$ cat src/bpm_pkg.sv
/*
 Constants for the bidirectional port and pin multiplexer:
 register indices, masks, reset values and field positions.
 Assumes a byte-wide register port with a 4-bit address.
*/
`default_nettype none
package bpm_pkg;
   localparam int W = 8;
   // Register indices on the address port.
   localparam logic [3:0] A_C_PORT = 4'h0;
   localparam logic [3:0] A_C_LAT  = 4'h1;
   localparam logic [3:0] A_C_DIR  = 4'h2;
   localparam logic [3:0] A_C_ANS  = 4'h3;
   localparam logic [3:0] A_D_PORT = 4'h4;
   localparam logic [3:0] A_D_LAT  = 4'h5;
   localparam logic [3:0] A_D_DIR  = 4'h6;
   localparam logic [3:0] A_D_ANS  = 4'h7;
   localparam logic [3:0] A_SLEW   = 4'h8;
   localparam logic [3:0] A_MAP    = 4'h9;
   // Implemented-bit masks.
   localparam logic [7:0] C_ANS_MASK = 8'hfc;
   localparam logic [7:0] SLEW_MASK  = 8'h1f;
   localparam logic [7:0] MAP_MASK   = 8'h35;
   // Reset values.
   localparam logic [7:0] RST_LAT  = 8'h00;
   localparam logic [7:0] RST_DIR  = 8'hff;
   localparam logic [7:0] RST_C_ANS = 8'hfc;
   localparam logic [7:0] RST_D_ANS = 8'hff;
   localparam logic [7:0] RST_SLEW = 8'h1f;
   localparam logic [7:0] RST_MAP  = 8'h35;
   localparam logic [7:0] ZERO8    = 8'h00;
   // Field positions in the pin mapping register.
   localparam int MAP_PWM2B = 5;
   localparam int MAP_T3CK  = 4;
   localparam int MAP_CAPTURE_COMPARE_3  = 2;
   localparam int MAP_CAPTURE_COMPARE_2  = 0;
   // Pin positions.
   localparam int P5 = 5;
   localparam int P6 = 6;
   localparam int P7 = 7;
   localparam int D_PWM2B = 2;
endpackage : bpm_pkg
`default_nettype wire

$ cat src/bpm_port_mux.sv
/*
 Two 8-bit bidirectional ports (third and fourth) with direction,
 output latch, analog select, slew control and peripheral pin mux.
 Assumes a byte-wide register port with one-cycle strobes and
 pad signals synchronous to sys_clk; the pad resolves the wire.
*/
// Chosen here: the register offsets and the plain strobed port.
`timescale 1ns/1ps
`default_nettype none
module bpm_port_mux
   import bpm_pkg::*;
(
   input  wire logic        sys_clk,
   input  wire logic        rst_n,
   input  wire logic [3:0]  reg_addr,
   input  wire logic [7:0]  reg_wdata,
   input  wire logic        reg_wr,
   input  wire logic        reg_rd,
   output logic      [7:0]  reg_rdata,
   input  wire logic [7:0]  third_port_in,
   output logic      [7:0]  third_port_out,
   output logic      [7:0]  third_port_oe,
   input  wire logic [7:0]  fourth_port_in,
   output logic      [7:0]  fourth_port_out,
   output logic      [7:0]  fourth_port_oe,
   output logic      [7:0]  slew_rate_control,
   input  wire logic        spi1_data_out,
   input  wire logic        spi1_out_en,
   input  wire logic        capture_compare_3,
   input  wire logic        capture_compare_3_out_en,
   input  wire logic        pwm3_output_a,
   input  wire logic        pwm3a_en,
   input  wire logic        pwm3_output_b,
   input  wire logic        pwm3b_en,
   input  wire logic        uart1_transmit,
   input  wire logic        uart1_tx_en,
   input  wire logic        uart1_sync_clock,
   input  wire logic        uart1_sck_en,
   input  wire logic        uart1_sync_data,
   input  wire logic        uart1_sdt_en,
   input  wire logic        pwm2_output_b,
   input  wire logic        pwm2b_en,
   output logic             capture_compare_3_capture_in,
   output logic             uart1_sck_in,
   output logic             uart1_receive,
   output logic             uart1_sdt_in,
   output logic             analog_channel_17,
   output logic             analog_channel_18,
   output logic             analog_channel_19,
   output logic             pwm2b_pin_map_sel,
   output logic             timer3_clock_pin_map_sel,
   output logic             capture_unit3_pin_map_sel,
   output logic             capture_unit2_pin_map_sel
);

   // Picks the pin drive: peripheral value when enabled, else latch.
   function automatic logic pin_val(input logic en, input logic pv,
                                    input logic lat);
      pin_val = en ? pv : lat;
   endfunction : pin_val

   // Software-visible state.
   logic [7:0] c_lat_ff;
   logic [7:0] c_dir_ff;
   logic [7:0] c_ans_ff;
   logic [7:0] d_lat_ff;
   logic [7:0] d_dir_ff;
   logic [7:0] d_ans_ff;
   logic [7:0] slew_ff;
   logic [7:0] map_ff;
   logic [7:0] rdata_ff;
   // Two-stage pin synchronisers; stage one feeds stage two only.
   logic [7:0] c_s1_ff;
   logic [7:0] c_s2_ff;
   logic [7:0] d_s1_ff;
   logic [7:0] d_s2_ff;
   // Registered pad and peripheral outputs.
   logic [7:0] c_out_ff;
   logic [7:0] c_oe_ff;
   logic [7:0] d_out_ff;
   logic [7:0] d_oe_ff;
   logic       cap3_ff;
   logic       sck_ff;
   logic       rx_ff;
   logic       sdt_ff;
   logic       analog_channel_17_ff;
   logic       analog_channel_18_ff;
   logic       analog_channel_19_ff;

   // Address decode for write strobes.
   // The port data address and the latch address both land in the
   // latch; a read-modify-write through the latch address never copies pins,
   // but one through the port data address reads the pins and copies them.
   wire wr_c_lat = reg_wr & ((reg_addr == A_C_LAT) |
                             (reg_addr == A_C_PORT));
   wire wr_d_lat = reg_wr & ((reg_addr == A_D_LAT) |
                             (reg_addr == A_D_PORT));
   wire wr_c_dir = reg_wr & (reg_addr == A_C_DIR);
   wire wr_d_dir = reg_wr & (reg_addr == A_D_DIR);
   wire wr_c_ans = reg_wr & (reg_addr == A_C_ANS);
   wire wr_d_ans = reg_wr & (reg_addr == A_D_ANS);
   wire wr_slew  = reg_wr & (reg_addr == A_SLEW);
   wire wr_map   = reg_wr & (reg_addr == A_MAP);

   // Digital input path, blanked on analog pins so reads show zero.
   wire [7:0] c_din = c_s2_ff & ~c_ans_ff;
   wire [7:0] d_din = d_s2_ff & ~d_ans_ff;

   // Read mux; unmapped addresses and unused bits return zero.
   // Masking again on read keeps unused bits at zero even if a later
   // change lets a write reach them.
   // The latch address returns the latch, never the pin level.
   logic [7:0] nxt_rdata;
   always_comb begin
      unique case (reg_addr)
         A_C_PORT: nxt_rdata = c_din;
         A_C_LAT:  nxt_rdata = c_lat_ff;
         A_C_DIR:  nxt_rdata = c_dir_ff;
         A_C_ANS:  nxt_rdata = c_ans_ff & C_ANS_MASK;
         A_D_PORT: nxt_rdata = d_din;
         A_D_LAT:  nxt_rdata = d_lat_ff;
         A_D_DIR:  nxt_rdata = d_dir_ff;
         A_D_ANS:  nxt_rdata = d_ans_ff;
         A_SLEW:   nxt_rdata = slew_ff & SLEW_MASK;
         A_MAP:    nxt_rdata = map_ff & MAP_MASK;
         default:  nxt_rdata = ZERO8;
      endcase
   end

   // Mapping selections; capture 3 and PWM2 B use these pins
   // only in the placement that the mapping bit picks.
   wire map_capture_compare_3  = map_ff[MAP_CAPTURE_COMPARE_3];
   wire map_pwm2b = map_ff[MAP_PWM2B];

   // Peripheral output requests per pin, ordered by priority.
   // Priority only picks the value; the output enable stays with the
   // direction bit, so a peripheral cannot turn an input into a driver.
   // Analog select is left out here on purpose, as outputs win over it.
   logic [7:0] c_pen, c_pv, d_pen, d_pv;
   wire cap3_here = ~map_capture_compare_3;  // Bit 6 is the alternate placement.
   wire p6_hi = (pwm3a_en | capture_compare_3_out_en) & cap3_here;
   wire p6_lo = uart1_tx_en | uart1_sck_en;
   wire p7_lo = uart1_sdt_en;

   always_comb begin
      c_pen = ZERO8;
      c_pv  = ZERO8;
      d_pen = ZERO8;
      d_pv  = ZERO8;
      c_pen[P5] = spi1_out_en;
      c_pv[P5]  = spi1_data_out;
      c_pen[P6] = p6_hi | p6_lo;
      if (p6_hi) begin
         c_pv[P6] = pwm3a_en ? pwm3_output_a
                             : capture_compare_3;
      end else begin
         c_pv[P6] = uart1_tx_en ? uart1_transmit
                                : uart1_sync_clock;
      end
      c_pen[P7] = pwm3b_en | p7_lo;
      c_pv[P7]  = pwm3b_en ? pwm3_output_b
                           : uart1_sync_data;
      d_pen[D_PWM2B] = pwm2b_en & map_pwm2b;
      d_pv[D_PWM2B]  = pwm2_output_b;
   end

   // Per-pin drivers. The enable depends on direction only, so
   // analog select never stops the latch or a peripheral driving.
   logic [7:0] nxt_c_out, nxt_c_oe, nxt_d_out, nxt_d_oe;
   genvar g;
   generate
      for (g = 0; g < W; g++) begin : g_pin
         assign nxt_c_oe[g]  = ~c_dir_ff[g];
         assign nxt_d_oe[g]  = ~d_dir_ff[g];
         assign nxt_c_out[g] = pin_val(c_pen[g], c_pv[g],
                                       c_lat_ff[g]);
         assign nxt_d_out[g] = pin_val(d_pen[g], d_pv[g],
                                       d_lat_ff[g]);
      end
   endgenerate

   // Peripheral inputs, taken only when the pin is an input.
   wire nxt_cap3 = c_din[P6] & c_dir_ff[P6] & cap3_here;
   wire nxt_sck  = c_din[P6] & c_dir_ff[P6];
   wire nxt_rx   = c_din[P7] & c_dir_ff[P7];
   wire nxt_sdt  = c_din[P7] & c_dir_ff[P7];
   // Analog channel enables for the ADC mux.
   // Channel 17 has no direction term, channels 18 and 19 need input.
   wire nxt_analog_channel_17 = c_ans_ff[P5];
   wire nxt_analog_channel_18 = c_ans_ff[P6] & c_dir_ff[P6];
   wire nxt_analog_channel_19 = c_ans_ff[P7] & c_dir_ff[P7];

   // Third-port control; pins wake up as inputs so nothing drives early.
   always_ff @(posedge sys_clk) begin
      if (!rst_n) begin
         c_lat_ff <= RST_LAT;
         c_dir_ff <= RST_DIR;
         c_ans_ff <= RST_C_ANS;
      end else begin
         if (wr_c_lat) c_lat_ff <= reg_wdata;
         if (wr_c_dir) c_dir_ff <= reg_wdata;
         if (wr_c_ans) c_ans_ff <= reg_wdata & C_ANS_MASK;
      end
   end

   // Fourth-port control; the port wakes up as all analog inputs.
   always_ff @(posedge sys_clk) begin
      if (!rst_n) begin
         d_lat_ff <= RST_LAT;
         d_dir_ff <= RST_DIR;
         d_ans_ff <= RST_D_ANS;
      end else begin
         if (wr_d_lat) d_lat_ff <= reg_wdata;
         if (wr_d_dir) d_dir_ff <= reg_wdata;
         if (wr_d_ans) d_ans_ff <= reg_wdata;
      end
   end

   // Slew control, only the implemented bits are kept.
   always_ff @(posedge sys_clk) begin
      if (!rst_n) begin
         slew_ff <= RST_SLEW;
      end else if (wr_slew) begin
         slew_ff <= reg_wdata & SLEW_MASK;
      end
   end

   // Pin mapping bits, only the implemented bits are kept.
   always_ff @(posedge sys_clk) begin
      if (!rst_n) begin
         map_ff <= RST_MAP;
      end else if (wr_map) begin
         map_ff <= reg_wdata & MAP_MASK;
      end
   end

   // Pin synchronisers. The pads are taken as synchronous, but two
   // stages keep a slow edge from reaching several readers apart.
   // The cost is two cycles of latency on every digital input.
   always_ff @(posedge sys_clk) begin
      if (!rst_n) begin
         c_s1_ff <= ZERO8;
         c_s2_ff <= ZERO8;
         d_s1_ff <= ZERO8;
         d_s2_ff <= ZERO8;
      end else begin
         c_s1_ff <= third_port_in;
         c_s2_ff <= c_s1_ff;
         d_s1_ff <= fourth_port_in;
         d_s2_ff <= d_s1_ff;
      end
   end

   // Read data holds only one cycle and is zero otherwise.
   always_ff @(posedge sys_clk) begin
      if (!rst_n) begin
         rdata_ff <= ZERO8;
      end else begin
         rdata_ff <= reg_rd ? nxt_rdata : ZERO8;
      end
   end

   // Third-port pad drive; reset leaves every driver off.
   always_ff @(posedge sys_clk) begin
      if (!rst_n) begin
         c_out_ff <= ZERO8;
         c_oe_ff  <= ZERO8;
      end else begin
         c_out_ff <= nxt_c_out;
         c_oe_ff  <= nxt_c_oe;
      end
   end

   // Fourth-port pad drive; reset leaves every driver off.
   always_ff @(posedge sys_clk) begin
      if (!rst_n) begin
         d_out_ff <= ZERO8;
         d_oe_ff  <= ZERO8;
      end else begin
         d_out_ff <= nxt_d_out;
         d_oe_ff  <= nxt_d_oe;
      end
   end

   // Registered peripheral inputs.
   always_ff @(posedge sys_clk) begin
      if (!rst_n) begin
         cap3_ff <= 1'b0;
         sck_ff  <= 1'b0;
         rx_ff   <= 1'b0;
         sdt_ff  <= 1'b0;
      end else begin
         cap3_ff <= nxt_cap3;
         sck_ff  <= nxt_sck;
         rx_ff   <= nxt_rx;
         sdt_ff  <= nxt_sdt;
      end
   end

   // Registered analog channel enables.
   always_ff @(posedge sys_clk) begin
      if (!rst_n) begin
         analog_channel_17_ff <= 1'b0;
         analog_channel_18_ff <= 1'b0;
         analog_channel_19_ff <= 1'b0;
      end else begin
         analog_channel_17_ff <= nxt_analog_channel_17;
         analog_channel_18_ff <= nxt_analog_channel_18;
         analog_channel_19_ff <= nxt_analog_channel_19;
      end
   end

   // Every output comes straight from a flip-flop, so the pads and
   // the peripherals never see a glitch from the decode logic.
   // The price is a second cycle from a register write to the pin.
   assign reg_rdata          = rdata_ff;
   assign third_port_out     = c_out_ff;
   assign third_port_oe      = c_oe_ff;
   assign fourth_port_out    = d_out_ff;
   assign fourth_port_oe     = d_oe_ff;
   assign slew_rate_control  = slew_ff;
   assign capture_compare_3_capture_in    = cap3_ff;
   assign uart1_sck_in       = sck_ff;
   assign uart1_receive      = rx_ff;
   assign uart1_sdt_in       = sdt_ff;
   assign analog_channel_17  = analog_channel_17_ff;
   assign analog_channel_18  = analog_channel_18_ff;
   assign analog_channel_19  = analog_channel_19_ff;
   // Mapping bits go straight to the other pin groups.
   assign pwm2b_pin_map_sel         = map_ff[MAP_PWM2B];
   assign timer3_clock_pin_map_sel  = map_ff[MAP_T3CK];
   assign capture_unit3_pin_map_sel = map_ff[MAP_CAPTURE_COMPARE_3];
   assign capture_unit2_pin_map_sel = map_ff[MAP_CAPTURE_COMPARE_2];

endmodule : bpm_port_mux
`default_nettype wire

$ cat config.mk
export PLATFORM = sky130hd
export DESIGN_NAME = bpm_port_mux
export DESIGN_NICKNAME = d
export VERILOG_FILES = /design/src/bpm_pkg.sv /design/src/bpm_port_mux.sv
export SDC_FILE = /design/constraint.sdc
export NUM_CORES = 1
export LEC_CHECK = 0
export CELL_PAD_IN_SITES_DETAIL_PLACEMENT = 0
export CELL_PAD_IN_SITES_GLOBAL_PLACEMENT = 2
export CORE_ASPECT_RATIO = 1.5
export CORE_MARGIN = 3
export CORE_UTILIZATION = 41
export DETAILED_ROUTE_END_ITERATION = 10
export DONT_BUFFER_PORTS = 1
export PLACE_DENSITY_LB_ADDON = 0.1
export SYNTH_ARGS = -nofsm -noshare
export SYNTH_HDL_FRONTEND = slang
export SYNTH_SLANG_ARGS = --single-unit
$ cat constraint.sdc
create_clock -name sys_clk -period 2.05 [get_ports sys_clk]
set_input_delay 0.205 -clock sys_clk [delete_from_list [all_inputs] [get_ports sys_clk]]
set_output_delay 0.205 -clock sys_clk [all_outputs]
set_load 0.01 [all_outputs]
Word level (Yosys, flattened, before mapping):

Cells that the tools add are included.
W data, S select, Z words.

* reduce and logical (&&, ||, !) cells: 2
* bitwise logic cells: 42
* eq/ne operators: 9
* mux-type cells: 9

Operators with widths (number)
* $pmux W8 S10: 1
* $not A1 Y1: 17
* $and A8 B8 Y8: 2
* $eq A4 B3 Y1 const B: 4
* $not A8 Y8: 2
* $and A1 B1 Y1: 15
* $eq A4 B2 Y1 const B: 2
* $eq A4 B4 Y1 const B: 2
* $mux W1: 8
* $or A1 B1 Y1: 6
* $eq A4 B1 Y1 const B: 1
* $logic_not A4 Y1: 1
* $reduce_and A2 Y1: 1

* bits in registers: 133
* bits of input ports: 48
* output and inout bits: 59

Longest topological paths before layout:

* depth in word-level cells: 4
* gate-level depth with buffers: 7
* gate-level depth less buffers: 4

Worst setup path after synthesis:

No wires, ideal clock.

* path kind: input to register
* start: input reg_addr[2]
* end: register map_ff[2]
* data arrival time: 1128 ps
* required time: 1921 ps
* setup time: 129 ps
* cell stages on the path: 7
* path slack: 792 ps
* path buffers: 3
* cell sequence: buf_4 nor2b_1 buf_2 and3_1 buf_2 mux2i_1 nand2_1

* longest elaborated chain between the ends: 2

Ends and longest elaborated chain
* start, declared: line bpm_port_mux.sv:15 `input wire logic [3:0] reg_addr,`
* $eq A4 B4 Y1: line bpm_port_mux.sv:103 `wire wr_map = reg_wr & (reg_addr == A_MAP);`
* $and A1 B1 Y1: line bpm_port_mux.sv:103
* end signal, assigned: line bpm_port_mux.sv:233 `map_ff <= reg_wdata & MAP_MASK;`
* end, declared: line bpm_port_mux.sv:70 `logic [7:0] map_ff;`

Every way passes these cells.
A chain may end at the register's enable or synchronous reset.

Worst setup path after layout:

* start: register c_lat_ff[6]
* end: register c_out_ff[6], in the netlist third_port_out[6]

* longest elaborated chain between the ends: 1

Ends and longest elaborated chain
* start, declared: line bpm_port_mux.sv:63 `logic [7:0] c_lat_ff;`
* start signal, assigned: line bpm_port_mux.sv:200 `if (wr_c_lat) c_lat_ff <= reg_wdata;`
* $mux W1: line bpm_port_mux.sv:59 `pin_val = en ? pv : lat;`
* end signal, assigned: line bpm_port_mux.sv:269 `c_out_ff <= nxt_c_out;`
* end, declared: line bpm_port_mux.sv:78 `logic [7:0] c_out_ff;`

Every way passes these cells.

==> results_tabular.tex <==
\begin{tabular}{lr}
\hline
Metric & Value \\
\hline
\multicolumn{2}{l}{\textbf{Synth}} \\
Fraction of registers with async set or reset after synthesis & 0\% \\
Number of flops mapped to enable cells by yosys & 0 \\
Most instantiated flip-flop cell in the synthesis netlist & dfxtp\_1 \\
Sequential-to-total area share from yosys stat & 52.5\% \\
Xor/xnor share of the synthesized area & 0\% \\
Post-synthesis mux area share & 5.43\% \\
Post-synthesis instance area & 0.00507 mm\^{}2 \\
Warning count from the yosys run & 0 \\
Flip-flop and latch count after synthesis & 133 \\
Main combinational cell family by area after synthesis & simple AND/OR/NAND/NOR gates \\
Synth unique cells & 58 \\
Simple-gate share of the synthesized area & 27.0\% \\
Synthesized area per cell & 9.46 um\^{}2 \\
Post-Synth Adder-Cell Area & 0\% \\
Synth Area in Compound Gates & 10.1\% \\
Cells after synthesis & 536 \\
\multicolumn{2}{l}{\textbf{GRT}} \\
Initial antenna violation count & 0 \\
Aggregate global routing overflow & 0 \\
Global-route wire length before repair & 21,500 um \\
Total routing resource utilization after global routing & 20.8\% \\
Via count of the first global-routing pass & 3,656 \\
Largest net degree at the start of global routing & 125 \\
\multicolumn{2}{l}{\textbf{STA}} \\
Post-route minimum period & 1.89 ns \\
Worst Tran Pin Value & 0.643 ns \\
Top achievable clock speed & 529 MHz \\
Number of pins exceeding their max-slew limit in the final report & 0 \\
Aggregate negative setup slack & 0 ns \\
Max Clock Skew & 0.00662 ns \\
Relative slew margins & 57.0\% \\
Crit share post-route & 92.2\% \\
Final setup violation count & 0 \\
Hold Fails Final Rpt & 0 \\
Unrepaired setup endpoints after global routing & no \\
\multicolumn{2}{l}{\textbf{Route}} \\
Routed wirelength normalized by instance count & 19.3 um \\
DRC violation count after routing & 0 \\
Antenna-violating nets left & 0 \\
Initial DRT Pass Iterations & 4 \\
Drt first-iter violations & 190 \\
Via-to-Cell Ratio & 5.08 \\
Wirelength, routed & 13,900 um \\
Number of vias after detailed routing & 3,653 \\
\multicolumn{2}{l}{\textbf{Setup path}} \\
Endpoint kind of the worst setup timing path & register \\
Crit Reg-Reg Startpoint & c\_lat\_ff[6] \\
Worst EP required & 2.35 ns \\
Class of the most critical setup path & register to register \\
FF-to-FF path depth & 6 \\
Startpoint type of the worst setup path & register \\
Crit Reg-Reg Endpoint & third\_port\_out[6] \\
Critical path fanouts, max & 3 \\
CP Data Arrival Time & 2.19 ns \\
Reg-to-reg slack, setup & 0.16 ns \\
\multicolumn{2}{l}{\textbf{Finish}} \\
Post-route insts no fill & 719 \\
Diodes inserted & 0 \\
Most frequent standard cell in the layout excluding fill and tap cells & dfxtp\_1 \\
Area growth from synthesis to final layout & 19.6\% \\
Final design instance area without fill & 0.00607 mm\^{}2 \\
Layout cells sized above 1 & 8.30\% \\
Nets@finish & 601 \\
Fill cell count & 1,164 \\
Final core utilization & 50.5\% \\
Leading cell types in the layout, fill and taps excluded & 132 x dfxtp\_1, 106 x nand2\_1, 47 x and2\_1 \\
\multicolumn{2}{l}{\textbf{Run}} \\
Maximum Capacitance Violations & 0 \\
\multicolumn{2}{l}{\textbf{Floorplan}} \\
Die extent in y & 142 um \\
Total core area & 0.0120 mm\^{}2 \\
Site row count & 49 \\
Area of the die & 0.0138 mm\^{}2 \\
Effective utilization at floorplan & 42.2\% \\
I/O pin count & 107 \\
Overall die width & 96.8 um \\
\multicolumn{2}{l}{\textbf{Min path}} \\
Endpoint of the worst hold-timing path & c\_lat\_ff[6] \\
Number of cells on the worst hold path & 3 \\
Source of the worst hold timing path & reg\_addr[3] \\
Worst hold path type & primary input to register \\
\multicolumn{2}{l}{\textbf{Power and ir drop}} \\
Combinational group share of total power & 5.1\% \\
Cell area power density & 1030 mW/mm\^{}2 \\
Design Power & 6260 uW \\
Switching part of the total power & 21.5\% \\
Switch Pwr & 1350 uW \\
Sequential share of power & 43.2\% \\
Internal Power & 4910 uW \\
Leak & 0.00246 uW \\
Relative contribution of the clock network to total power & 51.8\% \\
Worst ir drop on vdd & 0.565 mV \\
\multicolumn{2}{l}{\textbf{CTS}} \\
CTS Sinks & 133 \\
Clock network latency to the later pin of the worst-skew pair & 0.41 ns \\
Cell chosen for the clock root & clkbuf\_16 \\
Number of post-CTS setup repair buffers & 0 \\
TritonCTS Buffers & 17 \\
Count of H-tree levels built during CTS & 4 \\
CTS max path bufs & 2 \\
Clock slew at the register clock pins of the worst setup and hold paths & 0.06 ns \\
CTS tree & done \\
\multicolumn{2}{l}{\textbf{Outcome}} \\
Outcome & finished clean \\
\multicolumn{2}{l}{\textbf{Placement}} \\
Routability cong. & 0.857 \\
\# port buffers & 0 \\
Placed cell areas & 0.00504 mm\^{}2 \\
Placed instance count & 650 \\
Detailed placement HPWL & 9100 um \\
\hline
\end{tabular}
## flip-flops by register name (all words and copies together) (netlist names), 4 cells and up
register / cells
c_ans_ff: 6
c_dir_ff: 8
c_lat_ff: 8
c_s1_ff: 8
c_s2_ff: 8
d_ans_ff: 8
d_dir_ff: 8
d_lat_ff: 8
d_s1_ff: 8
d_s2_ff: 8
fourth_port_oe: 8
fourth_port_out: 8
map_ff: 4
reg_rdata: 8
slew_rate_control: 5
third_port_oe: 8
third_port_out: 8
## power by group through the flow
stage | logic [uW] | registers, uW | clock network [uW]
final | 316 | 2700 | 3240
after global routing | 350 | 2710 | 3430
after CTS | 318 | 2710 | 3300
after detailed placement | 198 | 2760 | 0
after global placement | 196 | 2760 | 0
after floorplan | 245 | 2740 | 0
## final cells by class
| class | count | area [um^2] | area share (%) |
|---|---|---|---|
| tap | 153 | 191 | 3.16 |
| sequential | 133 | 2660 | 43.9 |
| inverter | 4 | 15.0 | 0.247 |
| clock buffer | 20 | 457 | 7.53 |
| timing repair buffer | 38 | 395 | 6.52 |
| multi-input combinational | 359 | 2170 | 35.7 |
| clock inverter | 12 | 178 | 2.93 |
## metal layers
layer / share of wire, % / track usage (%)
met2: 49 / 34.5
met5: 0 / 0
met1: 44 / 25.5
met3: 5.0 / 5.89
met4: 2.5 / 8.65
## how the worst max path moves through the flow
stage	start	to	slack (ns)	depth (start not counted)
3_5_place_dp	reg_addr[2]	reg_rdata[3]	0.55	4
6_report	c_lat_ff[6]	third_port_out[6]	0.16	6
5_1_grt	c_lat_ff[6]	third_port_out[6]	0.04	6
2_1_floorplan	reg_addr[2]	map_ff[2]	0.79	7
3_3_place_gp	c_ans_ff[5]	reg_rdata[5]	0.53	4
4_1_cts	c_lat_ff[6]	third_port_out[6]	0.17	6
## per-stage QoR
| step | worst slack (ns) | hold slack (ns) |
|---|---|---|
| floorplan | 0.792 | 0.329 |
| global placement | 0.530 | 0.276 |
| detailed placement | 0.546 | 0.279 |
| CTS | 0.166 | 0.00245 |
| global route | 0.0398 | 0.00778 |
| finish | 0.160 | 0.0202 |
## logic make-up (layout without fill, tap and decap cells)
family / count (synthesis) / after routing
AOI/OAI and AO/OA: 72 / 72
DFF: 133 / 133
and+or+nand+nor: 257 / 257
buffers and inverters: 46 / 74
other: 1 / 3
muxes: 27 / 27
## timing repair
| item | 4_1_cts | 5_1_grt |
|---|---|---|
| resized for setup | 0 | 1 |
| hold buffers | 37 | 0 |
| hold endpoints to repair | 129 | 0 |
| endpoints found under the setup margin | 0 | 1 |
## cell usage after synthesis (7+ instances only)
| cell | number | area (um^2) |
|---|---|---|
| dfxtp_1 | 133 | 2660 |
| nand2_1 | 106 | 398 |
| and2_1 | 47 | 294 |
| nand3_1 | 31 | 155 |
| mux2i_1 | 23 | 230 |
| nor2b_1 | 23 | 144 |
| clkbuf_1 | 18 | 67.6 |
| a21boi_0 | 16 | 120 |
| a21oi_1 | 11 | 55.1 |
| buf_4 | 11 | 82.6 |
| buf_2 | 9 | 45.0 |
| nand3b_1 | 9 | 67.6 |
| and3_1 | 8 | 50.1 |
| o21ai_0 | 8 | 40.0 |
| nor2_1 | 7 | 26.3 |
## worst max-delay path, cell delays in order, from the launching register on
cell           delay [ns]
dfxtp_2              0.33
mux2i_1              0.12
nor2_1               0.05
a21oi_1              0.10
dlygate4sd3_1        0.56
a21oi_1              0.06
dlygate4sd3_1        0.55
(Power assumes the default switching activity.)
